`src/rtl/strap_cfg_pkg.sv`:
```
package strap_cfg_pkg;

  // Three-state strap levels
  typedef enum logic [1:0] {
    TRI_LOW   = 2'h0,
    TRI_FLOAT = 2'h1,
    TRI_HIGH  = 2'h3
  } tri_level_t;

  // Strap sampling state, Gray along sample to run
  typedef enum logic [1:0] {
    ST_SAMPLE = 2'h0,
    ST_RUN    = 2'h1
  } strap_state_t;

  // Decoded auto-negotiation setting
  typedef struct packed {
    logic       an_en;
    logic       speed100;
    logic       fdx;
    logic [3:0] adv;   // [0]10H [1]10F [2]100H [3]100F
  } an_cfg_t;

  // Three-state strap slots in the decoder
  localparam int TRI_COUNT    = 3;
  localparam int TRI_AN0      = 0;
  localparam int TRI_AN1      = 1;
  localparam int TRI_TCM      = 2;

  // Mode header pin-pair positions
  localparam int MH_WIDTH        = 6;
  localparam int MH_LP_START     = 0;
  localparam int MH_RX_DISABLE   = 1;
  localparam int MH_POWER_DOWN   = 2;
  localparam int MH_CRS_MODE     = 3;
  localparam int MH_SCR_BYPASS   = 4;
  localparam int MH_CODER_BYPASS = 5;

  // Register byte addresses and the sublayer register index
  localparam logic [7:0] SUBLAYER_INDEX    = 8'h17;
  localparam logic [7:0] ADDR_BASIC_CTRL   = 8'h00;
  localparam logic [7:0] ADDR_STRAP_STATUS = 8'h04;
  localparam logic [7:0] ADDR_MODE_STATUS  = 8'h08;
  localparam logic [7:0] ADDR_SUBLAYER     = 8'(SUBLAYER_INDEX * 4);

  // Field positions
  localparam int BC_ISOLATE_BIT   = 10;
  localparam int BC_LOW_POWER_BIT = 11;
  localparam int SL_REFCLK_OFF    = 7;

  // Reset values and the full advertisement mask
  localparam logic [4:0] PHY_ADDR_RESET     = 5'h00;
  localparam logic       REFCLK_OFF_RESET   = 1'b1;
  localparam logic [3:0] ADV_ALL            = 4'hF;

  // Timing: core clock and reference clock output
  localparam longint CORE_CLK_HZ     = 200_000_000;
  localparam longint REF_CLK_HZ      = 25_000_000;
  localparam int     REF_HALF_CYCLES = int'(CORE_CLK_HZ / (2 * REF_CLK_HZ));

  // AHB encodings
  localparam logic [1:0] HTRANS_NONSEQ = 2'h2;
  localparam logic       HRESP_OKAY    = 1'b0;

endpackage

```
`src/rtl/strap_dec_if.sv`:
```
`timescale 1ns/1ps
`default_nettype none

interface strap_dec_if
  import strap_cfg_pkg::*;
#(
  parameter int N = TRI_COUNT
);
  logic [N-1:0] sense_pd;  // Pin level seen with weak pull-down
  logic [N-1:0] sense_pu;  // Pin level seen with weak pull-up
  tri_level_t   level [N];

  modport source  (output sense_pd, output sense_pu, input level);
  modport decoder (input sense_pd, input sense_pu, output level);
endinterface

`default_nettype wire

```
`src/rtl/phy_strap_config_loader.sv`:
```
`timescale 1ns/1ps
`default_nettype none

module phy_strap_config_loader
  import strap_cfg_pkg::*;
#(
  parameter int ADDR_W = 5
) (
  // Clock and bus reset
  input  wire logic              hclk,
  input  wire logic              hresetn,
  // AHB-Lite slave
  input  wire logic              hsel,
  input  wire logic [31:0]       haddr,
  input  wire logic [1:0]        htrans,
  input  wire logic              hwrite,
  input  wire logic [2:0]        hsize,
  input  wire logic [31:0]       hwdata,
  input  wire logic              hready,
  output logic                   hreadyout,
  output logic                   hresp,
  output logic [31:0]            hrdata,
  // Device reset and straps
  input  wire logic              device_reset,
  input  wire logic [ADDR_W-1:0] phy_address_switch,
  input  wire logic              mii_drive_strap,
  input  wire logic              autoneg_strap_zero_pd,
  input  wire logic              autoneg_strap_zero_pu,
  input  wire logic              autoneg_strap_one_pd,
  input  wire logic              autoneg_strap_one_pu,
  input  wire logic              tx_clock_mode_strap_pd,
  input  wire logic              tx_clock_mode_strap_pu,
  input  wire logic [MH_WIDTH-1:0] mode_strap_header,
  // Management frame address
  input  wire logic              mgmt_frame_valid,
  input  wire logic [ADDR_W-1:0] mgmt_phy_addr,
  output logic                   mgmt_addr_hit,
  output logic                   mgmt_enable,
  // MII pad control
  output logic                   mii_out_enable,
  output logic                   mii_rx_out_enable,
  output logic                   mii_drive_reduced,
  // Auto-negotiation setting
  output logic                   an_enable,
  output logic                   force_speed_100,
  output logic                   force_full_duplex,
  output logic [3:0]             an_advertise,
  // Transmit clock
  output logic                   tx_clk_drive_out,
  output logic                   reference_clock_out,
  // Operating modes
  output logic                   low_power,
  output logic                   crs_rx_only,
  output logic                   scrambler_bypass,
  output logic                   nrzi_fx_mode,
  output logic                   coder_bypass
);

  ////////////////////////////////////////////////////////////////////////////
  // Functions

  // Auto-negotiation decode from the two three-state straps
  function automatic an_cfg_t an_decode(input tri_level_t a1, input tri_level_t a0);
    an_cfg_t c;
    c = '0;
    if (a1 == TRI_FLOAT && a0 == TRI_FLOAT) begin
      c.an_en    = 1'b1;
      c.speed100 = 1'b1;
      c.fdx      = 1'b1;
      c.adv      = ADV_ALL;
    end else if (a0 == TRI_FLOAT) begin
      c.speed100 = 1'b0;
      c.fdx      = (a1 == TRI_HIGH);
    end else if (a1 == TRI_FLOAT) begin
      c.speed100 = 1'b1;
      c.fdx      = (a0 == TRI_HIGH);
    end else begin
      c.an_en    = 1'b1;
      c.speed100 = (a1 == TRI_HIGH);
      c.fdx      = (a0 == TRI_HIGH);
      c.adv      = 4'(4'h1 << {c.speed100, c.fdx});
    end
    return c;
  endfunction

  // Address match: own address or broadcast zero
  function automatic logic addr_hit(input logic [ADDR_W-1:0] a,
                                    input logic [ADDR_W-1:0] own);
    return (a == own) || (a == '0);
  endfunction

  ////////////////////////////////////////////////////////////////////////////
  // Three-state strap decode

  strap_dec_if #(.N(TRI_COUNT)) dec_bus ();

  assign dec_bus.sense_pd = {tx_clock_mode_strap_pd, autoneg_strap_one_pd,
                             autoneg_strap_zero_pd};
  assign dec_bus.sense_pu = {tx_clock_mode_strap_pu, autoneg_strap_one_pu,
                             autoneg_strap_zero_pu};

  tri_strap_decoder #(.N(TRI_COUNT)) u_dec (
    .dec (dec_bus.decoder)
  );

  ////////////////////////////////////////////////////////////////////////////
  // Strap sampling

  strap_state_t        state_r;
  logic [ADDR_W-1:0]   phy_addr_r;
  logic                drive_reduced_r;
  tri_level_t          an0_r;
  tri_level_t          an1_r;
  tri_level_t          tcm_r;
  logic [MH_WIDTH-1:0] mode_r;

  // Sample while reset is high, run afterwards
  always_ff @(posedge hclk or negedge hresetn) begin
    if (!hresetn) begin
      state_r <= ST_SAMPLE;
    end else begin
      unique case (state_r)
        ST_SAMPLE: if (!device_reset) state_r <= ST_RUN;
        ST_RUN:    if (device_reset) state_r <= ST_SAMPLE;
      endcase
    end
  end

  // Latch straps during reset, hold them after release
  always_ff @(posedge hclk or negedge hresetn) begin
    if (!hresetn) begin
      phy_addr_r      <= PHY_ADDR_RESET;
      drive_reduced_r <= 1'b0;
      an0_r           <= TRI_FLOAT;
      an1_r           <= TRI_FLOAT;
      tcm_r           <= TRI_FLOAT;
      mode_r          <= '0;
    end else if (device_reset) begin
      phy_addr_r      <= phy_address_switch;
      drive_reduced_r <= mii_drive_strap;
      an0_r           <= dec_bus.level[TRI_AN0];
      an1_r           <= dec_bus.level[TRI_AN1];
      tcm_r           <= dec_bus.level[TRI_TCM];
      mode_r          <= mode_strap_header;
    end
  end

  ////////////////////////////////////////////////////////////////////////////
  // AHB-Lite slave

  logic        hreadyout_r;
  logic [31:0] hrdata_r;
  logic        hresp_r;
  logic        dp_write_r;
  logic        rd_pend_r;
  logic [7:0]  dp_addr_r;
  logic        isolate_r;
  logic        low_power_req_r;
  logic        refclk_off_r;
  logic        accept;
  logic        wr_commit;
  an_cfg_t     an_cfg;
  logic        an_enable_r;
  logic        speed100_r;
  logic        fdx_r;
  logic [3:0]  adv_r;
  logic        tx_clk_out_r;
  logic        ref_en_r;
  logic        low_power_r;
  logic        rx_oe_r;
  logic        mii_oe_r;
  logic        mgmt_en_r;
  logic        hit_r;
  logic        mode_crs_r;
  logic        mode_scr_r;
  logic        mode_coder_r;

  assign accept    = hsel && hready && (htrans == HTRANS_NONSEQ);
  assign wr_commit = dp_write_r && hreadyout_r;

  // Address phase capture; reads add one wait state
  always_ff @(posedge hclk or negedge hresetn) begin
    if (!hresetn) begin
      dp_write_r  <= 1'b0;
      rd_pend_r   <= 1'b0;
      dp_addr_r   <= '0;
      hreadyout_r <= 1'b1;
      hresp_r     <= HRESP_OKAY;
    end else begin
      hresp_r <= HRESP_OKAY;
      if (rd_pend_r) begin
        rd_pend_r   <= 1'b0;
        hreadyout_r <= 1'b1;
      end else if (accept) begin
        dp_addr_r   <= haddr[7:0];
        dp_write_r  <= hwrite;
        rd_pend_r   <= !hwrite;
        hreadyout_r <= hwrite;
      end else begin
        dp_write_r  <= 1'b0;
      end
    end
  end

  // Read data from the decoded register; unmapped reads zero
  always_ff @(posedge hclk or negedge hresetn) begin
    if (!hresetn) begin
      hrdata_r <= '0;
    end else if (rd_pend_r) begin
      hrdata_r <= '0;
      unique case (dp_addr_r)
        ADDR_BASIC_CTRL: begin
          hrdata_r[BC_ISOLATE_BIT]   <= isolate_r;
          hrdata_r[BC_LOW_POWER_BIT] <= low_power_req_r;
        end
        ADDR_STRAP_STATUS: begin
          hrdata_r[ADDR_W-1:0] <= phy_addr_r;
          hrdata_r[5]          <= drive_reduced_r;
          hrdata_r[7:6]        <= an0_r;
          hrdata_r[9:8]        <= an1_r;
          hrdata_r[11:10]      <= tcm_r;
          hrdata_r[17:12]      <= mode_r;
        end
        ADDR_MODE_STATUS: begin
          hrdata_r[0]   <= an_enable_r;
          hrdata_r[1]   <= speed100_r;
          hrdata_r[2]   <= fdx_r;
          hrdata_r[6:3] <= adv_r;
          hrdata_r[7]   <= tx_clk_out_r;
          hrdata_r[8]   <= ref_en_r;
          hrdata_r[9]   <= low_power_r;
          hrdata_r[10]  <= !rx_oe_r;
        end
        ADDR_SUBLAYER: hrdata_r[SL_REFCLK_OFF] <= refclk_off_r;
        default: hrdata_r <= '0;
      endcase
    end
  end

  ////////////////////////////////////////////////////////////////////////////
  // Control bits: strap set at reset wins over software clear

  always_ff @(posedge hclk or negedge hresetn) begin
    if (!hresetn) begin
      isolate_r       <= 1'b0;
      low_power_req_r <= 1'b0;
    end else if (device_reset) begin
      isolate_r       <= (phy_address_switch == '0);
      low_power_req_r <= mode_strap_header[MH_LP_START];
    end else if (wr_commit && dp_addr_r == ADDR_BASIC_CTRL) begin
      isolate_r       <= hwdata[BC_ISOLATE_BIT];
      low_power_req_r <= hwdata[BC_LOW_POWER_BIT];
    end
  end

  // Sublayer clock-output control
  always_ff @(posedge hclk or negedge hresetn) begin
    if (!hresetn) begin
      refclk_off_r <= REFCLK_OFF_RESET;
    end else if (wr_commit && dp_addr_r == ADDR_SUBLAYER) begin
      refclk_off_r <= hwdata[SL_REFCLK_OFF];
    end
  end

  ////////////////////////////////////////////////////////////////////////////
  // Applied configuration

  assign an_cfg = an_decode(an1_r, an0_r);

  // Auto-negotiation and clock mode from held straps
  always_ff @(posedge hclk or negedge hresetn) begin
    if (!hresetn) begin
      an_enable_r  <= 1'b0;
      speed100_r   <= 1'b0;
      fdx_r        <= 1'b0;
      adv_r        <= '0;
      tx_clk_out_r <= 1'b0;
      ref_en_r     <= 1'b0;
    end else begin
      an_enable_r  <= an_cfg.an_en;
      speed100_r   <= an_cfg.speed100;
      fdx_r        <= an_cfg.fdx;
      adv_r        <= an_cfg.adv;
      tx_clk_out_r <= (tcm_r == TRI_LOW);
      ref_en_r     <= (tcm_r == TRI_HIGH) || !refclk_off_r;
    end
  end

  // Power, pad enables and datapath modes
  always_ff @(posedge hclk or negedge hresetn) begin
    if (!hresetn) begin
      low_power_r  <= 1'b0;
      mgmt_en_r    <= 1'b0;
      mii_oe_r     <= 1'b0;
      rx_oe_r      <= 1'b0;
      mode_crs_r   <= 1'b0;
      mode_scr_r   <= 1'b0;
      mode_coder_r <= 1'b0;
    end else begin
      low_power_r  <= low_power_req_r
                      || mode_strap_header[MH_POWER_DOWN];
      mgmt_en_r    <= !mode_strap_header[MH_POWER_DOWN];
      mii_oe_r     <= !isolate_r && state_r == ST_RUN;
      rx_oe_r      <= !isolate_r && state_r == ST_RUN
                      && !mode_strap_header[MH_RX_DISABLE];
      mode_crs_r   <= mode_r[MH_CRS_MODE];
      mode_scr_r   <= mode_r[MH_SCR_BYPASS];
      mode_coder_r <= mode_r[MH_CODER_BYPASS];
    end
  end

  // Management address decode, one cycle after the frame strobe
  always_ff @(posedge hclk or negedge hresetn) begin
    if (!hresetn) begin
      hit_r <= 1'b0;
    end else begin
      hit_r <= mgmt_frame_valid && mgmt_en_r
               && addr_hit(mgmt_phy_addr, phy_addr_r);
    end
  end

  ////////////////////////////////////////////////////////////////////////////
  // Reference clock divider

  logic [3:0] ref_cnt_r;
  logic       ref_clk_r;

  // Toggle every half period while enabled, else hold low
  always_ff @(posedge hclk or negedge hresetn) begin
    if (!hresetn) begin
      ref_cnt_r <= '0;
      ref_clk_r <= 1'b0;
    end else if (!ref_en_r) begin
      ref_cnt_r <= '0;
      ref_clk_r <= 1'b0;
    end else if (ref_cnt_r == 4'(REF_HALF_CYCLES - 1)) begin
      ref_cnt_r <= '0;
      ref_clk_r <= !ref_clk_r;
    end else begin
      ref_cnt_r <= ref_cnt_r + 4'h1;
    end
  end

  ////////////////////////////////////////////////////////////////////////////
  // Outputs

  assign hreadyout           = hreadyout_r;
  assign hresp               = hresp_r;
  assign hrdata              = hrdata_r;
  assign mgmt_addr_hit       = hit_r;
  assign mgmt_enable         = mgmt_en_r;
  assign mii_out_enable      = mii_oe_r;
  assign mii_rx_out_enable   = rx_oe_r;
  assign mii_drive_reduced   = drive_reduced_r;
  assign an_enable           = an_enable_r;
  assign force_speed_100     = speed100_r;
  assign force_full_duplex   = fdx_r;
  assign an_advertise        = adv_r;
  assign tx_clk_drive_out    = tx_clk_out_r;
  assign reference_clock_out = ref_clk_r;
  assign low_power           = low_power_r;
  assign crs_rx_only         = mode_crs_r;
  assign scrambler_bypass    = mode_scr_r;
  assign nrzi_fx_mode        = mode_scr_r;
  assign coder_bypass        = mode_coder_r;

endmodule

`default_nettype wire

```
`src/rtl/tri_strap_decoder.sv`:
```
`timescale 1ns/1ps
`default_nettype none

module tri_strap_decoder
  import strap_cfg_pkg::*;
#(
  parameter int N = TRI_COUNT
) (
  // Sense inputs and decoded levels
  strap_dec_if.decoder dec
);

  // Pin follows the pull when floating, else it is driven
  always_comb begin
    for (int i = 0; i < N; i++) begin
      if (dec.sense_pd[i] && dec.sense_pu[i]) begin
        dec.level[i] = TRI_HIGH;
      end else if (!dec.sense_pd[i] && !dec.sense_pu[i]) begin
        dec.level[i] = TRI_LOW;
      end else begin
        dec.level[i] = TRI_FLOAT;
      end
    end
  end

endmodule

`default_nettype wire

```
`config.mk`:
```
export PLATFORM = sky130hd
export DESIGN_NAME = phy_strap_config_loader
export DESIGN_NICKNAME = d
export VERILOG_FILES = /design/src/rtl/strap_cfg_pkg.sv /design/src/rtl/strap_dec_if.sv /design/src/rtl/phy_strap_config_loader.sv /design/src/rtl/tri_strap_decoder.sv
export SDC_FILE = /design/constraint.sdc
export NUM_CORES = 1
export LEC_CHECK = 0
export ABC_AREA = 1
export BUFFER_PORTS_ARGS = -buffer_cell sky130_fd_sc_hd__buf_2
export CORE_ASPECT_RATIO = 0.8
export CORE_MARGIN = 2
export CORE_UTILIZATION = 33
export CTS_CLUSTER_SIZE = 40
export DETAILED_ROUTE_END_ITERATION = 7
export GPL_ROUTABILITY_DRIVEN = 1
export PLACE_DENSITY_LB_ADDON = 0.12
export SYNTH_ARGS = -nofsm -noshare
export SYNTH_HDL_FRONTEND = slang
export SYNTH_HIERARCHICAL = 1
export SYNTH_SLANG_ARGS = --single-unit
```
`constraint.sdc`:
```
create_clock -name hclk -period 2.2 [get_ports hclk]
set_input_delay 0.22 -clock hclk [delete_from_list [all_inputs] [get_ports hclk]]
set_output_delay 0.22 -clock hclk [all_outputs]
set_load 0.1 [all_outputs]
```
==> flow_metrics.env, run 1 <==
export IMPL_status="completed"
export IMPL_maxSlewViolCount=0
export IMPL_seq_area_sq_mm=0.00183
export IMPL_ys_warn_count=6
export IMPL_syn_inst=384
export IMPL_critPathSlowestCell="dfstp_2"
export IMPL_clk_path_buf_depth=2
export IMPL_drive_gt1_share_pct=25.9
export IMPL_vias=2632
export IMPL_area_growth_pct=25.8
export IMPL_synth_top_cells_by_count="nand2_1 (127), dfrtp_1 (68), inv_1 (42)"
export IMPL_cts_max_level=3
export IMPL_grt_max_degree=31
export IMPL_topRoutingLayerUsed="met4"
export IMPL_multi_input_area_sq_mm=0.00116
export IMPL_fin_cells=611
export IMPL_ant_nets=0
export IMPL_reg2reg_slack_ps=680
export IMPL_clk_pin_slew_ps=60
export IMPL_cp_num_buf_inv=1
export IMPL_numCtsBuffers=9
export IMPL_drt_pass1_iter_count=4
export IMPL_ir_drop_v=0.000510
export IMPL_hp_start="mode_strap_header[1]"
export IMPL_fmax_mhz=651
export IMPL_grt_pass1_vias=2618
export IMPL_crit_chain="buf_2"
export IMPL_cts_resized=0
export IMPL_maxCapViolations=0
export IMPL_die_area_sq_mm=0.0108
export IMPL_overflow=0
export IMPL_die_h_um=93.4
export IMPL_drt_iter0_markers=105
export IMPL_power_density_mw_per_mm2=964
export IMPL_final_hold_violation_count=0
export IMPL_wl_met1_um=4200
export IMPL_ys_ff_latch=73
export IMPL_track_usage_pct=16.0
export IMPL_hold_end="mii_rx_out_enable"
export IMPL_syn_area_sq_mm=0.00329
export IMPL_wirelength_um=7940
export IMPL_critical_path_top_delay_family="flip-flops"
export IMPL_synthTopCellsByArea="dfrtp_1 (52%), nand2_1 (14%), o21ai_0 (5.2%)"
export IMPL_diodes=0
export IMPL_start_kind="register"
export IMPL_cts_root_buf="clkbuf_16"
export IMPL_finalSetupTns_ps=0
export IMPL_synth_area_leader_cell="dfrtp_1"
export IMPL_cts_tree="built"
export IMPL_max_stage_delay_ps=560
export IMPL_placed_cells=594
export IMPL_die_x_um=116
export IMPL_endpoint_kind="primary output"
export IMPL_crit_required_ps=1980
export IMPL_crit_path_max_fanout=4
export IMPL_hpwlAfterDp_um=5810
export IMPL_via_per_inst=4.31
export IMPL_clock_sinks=73
export IMPL_finalCritPeriodShare_pct=69.8
export IMPL_nets=571
export IMPL_core_area_sq_mm=0.00969
export IMPL_wl_per_cell_um=13.0
export IMPL_synth_area_per_cell_sq_um=8.58
export IMPL_rows=32
export IMPL_hp_class="primary input to register"
export IMPL_leakagePower_nw=2.26
export IMPL_synth_most_common_cell="nand2_1"
export IMPL_timing_rr_start="dp_addr_r[0]"
export IMPL_netlist_area_leader_share_pct=51.7
export IMPL_numPortBuffers=80
export IMPL_gp_congestion=0.819
export IMPL_worstSetupPathType="register to primary output"
export IMPL_grt_pass1_wl_um=13100
export IMPL_ys_seq_area_share_pct=55.7
export IMPL_start_util_pct=34.0
export IMPL_synth_edff_count=0
export IMPL_met2WireLength_um=3300
export IMPL_r2r_end="hrdata[1]"
export IMPL_drcViolationCount=0
export IMPL_io_pins=152
export IMPL_hold_depth=2
export IMPL_period_needed_ps=1540
export IMPL_antenna_found_initial=0
export IMPL_ys_async_sr_fraction_pct=100
export IMPL_r2r_cells=7
export IMPL_fin_skew_ps=9.12
export IMPL_wl_met3_um=384
export IMPL_fill_cells=1047
export IMPL_crit_arrival_ps=1320
export IMPL_synth_cell_types=28
export IMPL_rsz0062_at_grt="false"
export IMPL_synthFlopType="dfrtp_1"
export IMPL_clk_insertion_delay_late_ps=330
export IMPL_setup_viol=0
-- how the worst max path moves through the flow --
stage | startpoint | end | slack (ps) | depth (start not counted)
after floorplan | nrzi_fx_mode | scrambler_bypass | 660 | 1
after global placement | dp_addr_r[0] | hrdata[11] | 710 | 7
after detailed placement | dp_addr_r[0] | hrdata[1] | 680 | 7
after CTS | hreadyout | hreadyout | 640 | 1
after global routing | dp_addr_r[0] | hrdata[1] | 530 | 7
final | hreadyout | hreadyout | 660 | 1
-- logic make-up (layout without fill, tap and decap cells) --
logic type / after synthesis / count (layout) / synth area share, %
compound gates: 47 / 47 / 8.59
xor+xnor: 5 / 5 / 1.33
fa+ha+maj: 2 / 2 / 0.760
buf+inv: 71 / 148 / 10.6
flops: 73 / 73 / 55.7
other cells: 1 / 15 / 0.114
simple gates: 185 / 185 / 23.0
-- area by class of cell --
class | count | share of cell area, %
Sequential cell | 73 | 44.3
Multi-Input combinational cell | 254 | 28.1
Timing Repair Buffer | 89 | 11.7
Clock buffer | 9 | 5.44
Tap cell | 136 | 4.11
Inverter | 43 | 3.90
Clock inverter | 7 | 2.45
-- state kept, by name, indices dropped and copies added, names as in the netlist, 2 cells and up --
| name | flops |
|---|---|
| phy_addr_r | 5 |
| tcm_r | 2 |
| mode_r | 6 |
| an_advertise | 4 |
| an0_r | 2 |
| an1_r | 2 |
| hrdata | 18 |
| dp_addr_r | 8 |
| ref_cnt_r | 4 |
-- report_power, final --
part           total (mW)  internal (mW)  leakage, nW  switching (mW)
Combinational       0.856          0.153         1.18           0.703
Clock                1.60           1.00        0.153           0.591
Sequential           1.54           1.46        0.931          0.0788
Total                3.99           2.62         2.26            1.37
-- per-stage QoR --
stage	setup WS (ps)	util [%]	power [mW]	area [sq um]	hold slack [ps]
floorplan	656	-	2.23	3350	-75.6
global placement	713	39.3	2.41	3800	185
detailed placement	681	39.3	2.42	3800	189
CTS	636	42.7	4.05	4140	59.1
global route	531	42.7	4.19	4140	60.8
finish	664	42.7	3.99	4140	76.4
-- cell usage in the layout (no fill, tap or decap), types with 3 or more instances in the layout --
master,netlist,layout
xor2_1,3,3
o21ai_2,4,4
nor2_1,25,25
inv_6,0,3
buf_2,2,79
o21ai_0,34,34
buf_4,19,8
conb_1,1,15
dfstp_2,5,5
nand3_1,24,24
inv_1,42,42
nand2_1,127,127
clkbuf_16,0,9
dfrtp_1,68,68
a21oi_1,4,4
o31ai_2,4,4
-- per-layer routing --
layer,up-vias,global-route usage [%]
li1,1339,-
met1,1208,23.7
met2,81,23.0
met3,4,3.56
met4,0,5.36
met5,-,0
-- timing repair --
action	in CTS	in global routing
endpoints found under the hold margin	26	0
hold buffers	1	0
buffers inserted	0	0
Power figures use the tool's default switching activity.
==> run 2: changes to the inputs <==
==> constraint.sdc (replaced) <==
create_clock -name hclk -period 1.4 [get_ports hclk]
set_input_delay 0.14 -clock hclk [delete_from_list [all_inputs] [get_ports hclk]]
set_output_delay 0.14 -clock hclk [all_outputs]
set_load 0.1 [all_outputs]
==> run 2 against run 1 <==
  * Sequential cell count unchanged
  * Final area up 3.9%
  * Clock skew about the same
  * Largest power group unchanged
==> flow_metrics.env, run 2 (same netlist as run 1, synthesis figures left out) <==
export IMPL_layout_common_cells="nand2_1 (127), buf_2 (78), dfrtp_1 (67)"
export IMPL_cellInternalPower_mw=4.57
export IMPL_rsz0062_at_grt="true"
export IMPL_area_growth_pct=30.7
export IMPL_power_switching_mw=2.09
export IMPL_layout_commonest_cell="nand2_1"
export IMPL_crit_required_ps=1260
export IMPL_period_needed_ps=1310
export IMPL_start_kind="register"
export IMPL_p_comb_share_pct=21.2
export IMPL_grtUsageMet1_pct=23.0
export IMPL_use_met3_pct=3.56
export IMPL_clk_insertion_delay_late_ps=330
export IMPL_fin_skew_ps=9.10
export IMPL_postLayoutCellArea_sq_mm=0.00430
export IMPL_hpwlAfterDp_um=5790
export IMPL_numCtsBuffers=9
export IMPL_power_share_sequential_pct=36.4
export IMPL_ant_nets=0
export IMPL_worstSetupPathType="register to primary output"
export IMPL_crit_arrival_ps=1170
export IMPL_ir_drop_v=0.000569
export IMPL_io_pins=152
export IMPL_drt_iter0_markers=89
export IMPL_finalSetupTns_ps=0
export IMPL_p_total_mw=6.66
export IMPL_endpoint_kind="primary output"
export IMPL_final_hold_violation_count=0
export IMPL_crit_chain="buf_2"
export IMPL_maxCapViolations=0
export IMPL_largest_register_ffs=18
export IMPL_cts_root_buf="clkbuf_16"
export IMPL_core_area_sq_mm=0.00969
export IMPL_wirelength_um=7860
export IMPL_setup_viol=0
export IMPL_drcViolationCount=0
export IMPL_power_density_mw_per_mm2=1550
export IMPL_vias=2694
export IMPL_p_sw_share_pct=31.4
export IMPL_drive_gt1_share_pct=26.4
export IMPL_max_stage_delay_ps=450
export IMPL_die_x_um=116
export IMPL_grt_pass1_wl_um=12800
export IMPL_grt_max_degree=39
export IMPL_maxSlewViolCount=0
export IMPL_cts_tree="built"
export IMPL_wl_per_cell_um=12.7
export IMPL_fmax_mhz=764
export IMPL_clk_path_buf_depth=2
export IMPL_clk_pin_slew_ps=60
export IMPL_numPortBuffers=80
export IMPL_leakagePower_nw=2.35
export IMPL_die_area_sq_mm=0.0108
export IMPL_busiest_layer="met1"
export IMPL_drt_pass1_iter_count=4
export IMPL_status="completed"
export IMPL_grt_pass1_vias=2535
export IMPL_cts_max_level=3
export IMPL_crit_path_max_fanout=3
export IMPL_gp_congestion=0.819
export IMPL_critPathSlowestCell="buf_2"
export IMPL_via_per_inst=4.37
export IMPL_overflow=0
export IMPL_start_util_pct=34.0
export IMPL_fill_cells=1021
export IMPL_clkPwrFrac_pct=42.4
export IMPL_nets=577
export IMPL_gr_usage_met2_pct=22.4
export IMPL_post_route_util_pct=44.4
export IMPL_finalCritPeriodShare_pct=93.6
export IMPL_diodes=0
export IMPL_clock_sinks=73
export IMPL_critical_path_top_delay_family="buffers and inverters"
export IMPL_track_usage_pct=15.6
export IMPL_die_h_um=93.4
export IMPL_placed_area_sq_mm=0.00388
export IMPL_dp_slack_ps=-26.8
export IMPL_antenna_found_initial=0
export IMPL_timing_final_ws_setup_ps=90.3
export IMPL_hp_class="primary input to register"
export IMPL_rows=32
export IMPL_cp_num_buf_inv=1
## run 2: cell types whose count changed in the layout (fill, tap and decap cells not counted), moves of 2 or more
cell and change:
o21ai_0 -2, dlygate4sd3_1 +3, bufinv_16 +2, buf_12 +4, inv_6 -3
## run 2: cell type report
class	count	area, sq um	area share [%]
sequential	73	1830	42.6
multi-input combinational	254	1170	27.3
timing repair buffer	95	594	13.8
clock buffer	11	243	5.64
tap	136	170	3.95
inverter	43	161	3.75
clock inverter	5	128	2.97
## run 2: metrics by stage
step	hold WS [ps]	cells
6_report	10.1	617
5_1_grt	12.8	617
4_1_cts	1.27	617
3_5_place_dp	133	597
3_3_place_gp	131	597
2_1_floorplan	-156	398
## run 2: timing repair
item                                    CTS  global route
hold buffers                              4             0
endpoints found under the setup margin    4             6
buffers inserted                          0             0
hold endpoints to repair                 71             0
cloned                                    0             0
gates resized for setup                   1             4
## run 2: layer usage
| layer | up-vias | wire length (um) |
|---|---|---|
| met3 | 10 | 425 |
| met2 | 76 | 3350 |
| met4 | 0 | 108 |
| met5 | - | 0 |
| li1 | 1359 | - |
| met1 | 1249 | 3970 |
## run 2: final timing paths
path | from | to | slack, ps | cells after the start
max | mii_drive_reduced | mii_drive_reduced | 90 | 1
min | mii_drive_strap | mii_drive_reduced | 10 | 3
max reg2reg | dp_addr_r[1] | hrdata[0] | 110 | 7
min reg2reg | mode_r[4] | nrzi_fx_mode | 380 | 0
max in group asynchronous | hresetn | an0_r[0] | 800 | 3
min in group asynchronous | hresetn | dp_addr_r[1] | 320 | 3
## run 2: power by group through the flow
stage,Combinational [mW],Clock (mW),Sequential [mW]
after global routing,1.51,2.98,2.45
after CTS,1.42,2.89,2.43
after detailed placement,1.40,0,2.46
after floorplan,0.565,0,2.95
final,1.41,2.83,2.43
after global placement,1.40,0,2.46
==> run 3: changes to the inputs <==
--- a/config.mk
+++ b/config.mk
@@ -5,7 +5,6 @@
 export SDC_FILE = /design/constraint.sdc
 export NUM_CORES = 1
 export LEC_CHECK = 0
-export ABC_AREA = 1
 export BUFFER_PORTS_ARGS = -buffer_cell sky130_fd_sc_hd__buf_2
 export CORE_ASPECT_RATIO = 0.8
 export CORE_MARGIN = 2
==> run 3 against run 2 <==
  * The flow now finishes with violations (setup timing)
  * Critical path depth up 4
  * Synthesized cell count down 30%
  * Utilization rose by 1.2 points
  * Sequential power grew 7%
  * Maximum frequency decreased by 26%
  * Worst setup slack worse by 460 ps
  * Sequential share of layout area decreased by 0.36 points
  * Power is 11% higher
==> flow_metrics.env, run 3 <==
export IMPL_fin_hold_ws_ps=25.5
export IMPL_overflow=0
export IMPL_status="finished, violations left"
export IMPL_clk_pin_slew_ps=50
export IMPL_area_growth_pct=36.2
export IMPL_ys_ff_latch=73
export IMPL_vias=2339
export IMPL_diodes=0
export IMPL_synth_cell_types=44
export IMPL_period_needed_ps=1770
export IMPL_drive_gt1_share_pct=46.4
export IMPL_final_hold_violation_count=0
export IMPL_nets=480
export IMPL_fin_skew_ps=3.69
export IMPL_synth_top_family_by_area="simple AND/OR/NAND/NOR gates"
export IMPL_start_util_pct=33.5
export IMPL_netlist_area_leader_share_pct=53.3
export IMPL_synthFlopType="dfrtp_1"
export IMPL_layout_commonest_cell="buf_2"
export IMPL_clkPwrFrac_pct=32.4
export IMPL_synth_adder_area_share_pct=0.784
export IMPL_power_density_mw_per_mm2=1700
export IMPL_hpwlAfterDp_um=5550
export IMPL_die_area_sq_mm=0.0105
export IMPL_cellInternalPower_mw=4.51
export IMPL_endpoint_kind="register"
export IMPL_finalCritPeriodShare_pct=126
export IMPL_p_sw_share_pct=39.1
export IMPL_cts_max_level=3
export IMPL_core_area_sq_mm=0.00953
export IMPL_cts_tree="built"
export IMPL_crit_chain="or4_4 > buf_6 > buf_4 > nor3_4 > mux2_4"
export IMPL_timing_final_ws_setup_ps=-371
export IMPL_synth_top_cells_by_count="dfrtp_1 (68), mux2_2 (27), buf_4 (17), nor2_1 (17), inv_1 (15)"
export IMPL_grt_max_degree=32
export IMPL_postLayoutCellArea_sq_mm=0.00435
export IMPL_via_per_inst=4.65
export IMPL_setup_viol=21
export IMPL_gp_congestion=0.810
export IMPL_clk_path_buf_depth=2
export IMPL_critical_path_top_delay_family="simple AND/OR/NAND/NOR gates"
export IMPL_crit_arrival_ps=2030
export IMPL_fill_cells=914
export IMPL_cts_root_buf="clkbuf_16"
export IMPL_dp_slack_ps=-363
export IMPL_p_total_mw=7.40
export IMPL_synthSimpleGateAreaFrac_pct=12.7
export IMPL_numPortBuffers=80
export IMPL_max_stage_delay_ps=570
export IMPL_die_x_um=114
export IMPL_synth_edff_count=0
export IMPL_track_usage_pct=15.4
export IMPL_power_switching_mw=2.89
export IMPL_leakagePower_nw=2.08
export IMPL_drt_pass1_iter_count=4
export IMPL_p_comb_share_pct=32.4
export IMPL_ys_warn_count=6
export IMPL_clk_insertion_delay_late_ps=330
export IMPL_crit_required_ps=1650
export IMPL_cp_num_buf_inv=2
export IMPL_synthTopCellsByArea="dfrtp_1 (53%), mux2_2 (9.5%), dfstp_2 (4.1%)"
export IMPL_power_share_sequential_pct=35.2
export IMPL_placed_area_sq_mm=0.00390
export IMPL_synth_compound_area_share_pct=8.39
export IMPL_ys_async_sr_fraction_pct=100
export IMPL_synth_most_common_cell="dfrtp_1"
export IMPL_synth_area_per_cell_sq_um=11.9
export IMPL_ir_drop_v=0.000876
export IMPL_violations="setup timing"
export IMPL_largest_register_ffs=18
export IMPL_ant_nets=0
export IMPL_critPathSlowestCell="or4_4"
export IMPL_clock_sinks=73
export IMPL_start_kind="register"
export IMPL_die_h_um=92.0
export IMPL_grt_pass1_wl_um=12200
export IMPL_hp_class="primary input to register"
export IMPL_io_pins=152
export IMPL_post_route_util_pct=45.6
export IMPL_worstSetupPathType="register to register"
export IMPL_ys_seq_area_share_pct=57.4
export IMPL_crit_path_max_fanout=4
export IMPL_wirelength_um=7640
export IMPL_fmax_mhz=565
export IMPL_grt_pass1_vias=2333
export IMPL_drt_iter0_markers=89
export IMPL_syn_area_sq_mm=0.00319
export IMPL_drcViolationCount=0
export IMPL_wl_per_cell_um=15.2
export IMPL_syn_inst=269
export IMPL_layout_common_cells="buf_2 (78), dfrtp_1 (67), mux2_2 (25)"
export IMPL_numCtsBuffers=9
export IMPL_yosys_mux_area_fraction_pct=11.1
export IMPL_maxSlewViolCount=0
export IMPL_rows=32
export IMPL_antenna_found_initial=0
export IMPL_synth_area_leader_cell="dfrtp_1"
export IMPL_rsz0062_at_grt="true"
export IMPL_synth_xor_area_share_pct=2.47
export IMPL_maxCapViolations=0
-- run 3: changes by cell type after synthesis, sizes merged, moves of 9 or more --
cell   previous run  this run
nand2           129         6
inv              43        15
o21ai            38        10
mux2              0        27
nand3            24         8
a22oi             0        10
nor2             26        17
-- run 3: power by group through the flow --
stage | registers [mW] | logic [mW] | clock network, mW
floorplan | 3.78 | 0.654 | 0
global placement | 2.64 | 2.30 | 0
detailed placement | 2.64 | 2.32 | 0
CTS | 2.60 | 2.39 | 2.47
global route | 2.64 | 2.52 | 2.56
finish | 2.60 | 2.40 | 2.40
-- run 3: worst min-delay path, stage by stage --
cell and delay, ps:
buf_2 70, nand2_1 40, o21ai_0 60
-- run 3: path summary, 6_finish.rpt --
path,start,end,slack (ps),cells past startpoint
setup / recovery,dp_addr_r[1],refclk_off_r,-370,5
hold / removal,haddr[2],dp_addr_r[2],30,3
setup reg to reg,dp_addr_r[1],refclk_off_r,-370,5
hold reg to reg,mode_r[5],coder_bypass,420,0
max in group asynchronous,hresetn,an1_r[0],540,3
min in group asynchronous,hresetn,reference_clock_out,280,2
-- run 3: cell type report --
type / instances / area [sq um] / share of cell area, %
flip-flops and latches: 73 / 1840 / 42.3
multi-input cells: 169 / 1280 / 29.5
repair buffers: 111 / 713 / 16.4
clock buffers: 10 / 229 / 5.26
well taps: 119 / 149 / 3.42
clock inverters: 6 / 82.6 / 1.90
inverters: 15 / 56.3 / 1.29
-- run 3: logic make-up (layout without fill, tap and decap cells) --
| logic type | Yosys count | count (layout) |
|---|---|---|
| AO/OA/AOI/OAI | 42 | 42 |
| XOR/XNOR | 9 | 9 |
| adder cells (fa/ha/maj) | 2 | 2 |
| buffers and inverters | 41 | 142 |
| flip-flops | 73 | 73 |
| multiplexers | 32 | 32 |
| other | 1 | 15 |
| AND/OR/NAND/NOR | 69 | 69 |
-- run 3: timing repair --
| item | in CTS | in global routing |
|---|---|---|
| setup endpoints to repair | 21 | 22 |
| hold endpoints to repair | 26 | 0 |
| cloned | 0 | 0 |
| pin swaps | 2 | 5 |
| hold buffers | 4 | 0 |
| setup buffers | 3 | 2 |
| resized for setup | 12 | 2 |
-- run 3: per-layer routing --
metal | vias to the layer above | share of wire (%) | track usage (%)
met4 | 0 | 0.81 | 3.05
met3 | 6 | 7.8 | 5.42
met2 | 74 | 42 | 21.6
met5 | - | 0 | 0
met1 | 1141 | 49 | 23.0
li1 | 1118 | - | -
-- run 3: metrics by stage --
step / std cells / TNS (ps)
2_1_floorplan: 283 / -5980
3_3_place_gp: 478 / -5720
3_5_place_dp: 478 / -6320
4_1_cts: 501 / -6340
5_1_grt: 503 / -7850
6_report: 503 / -6260
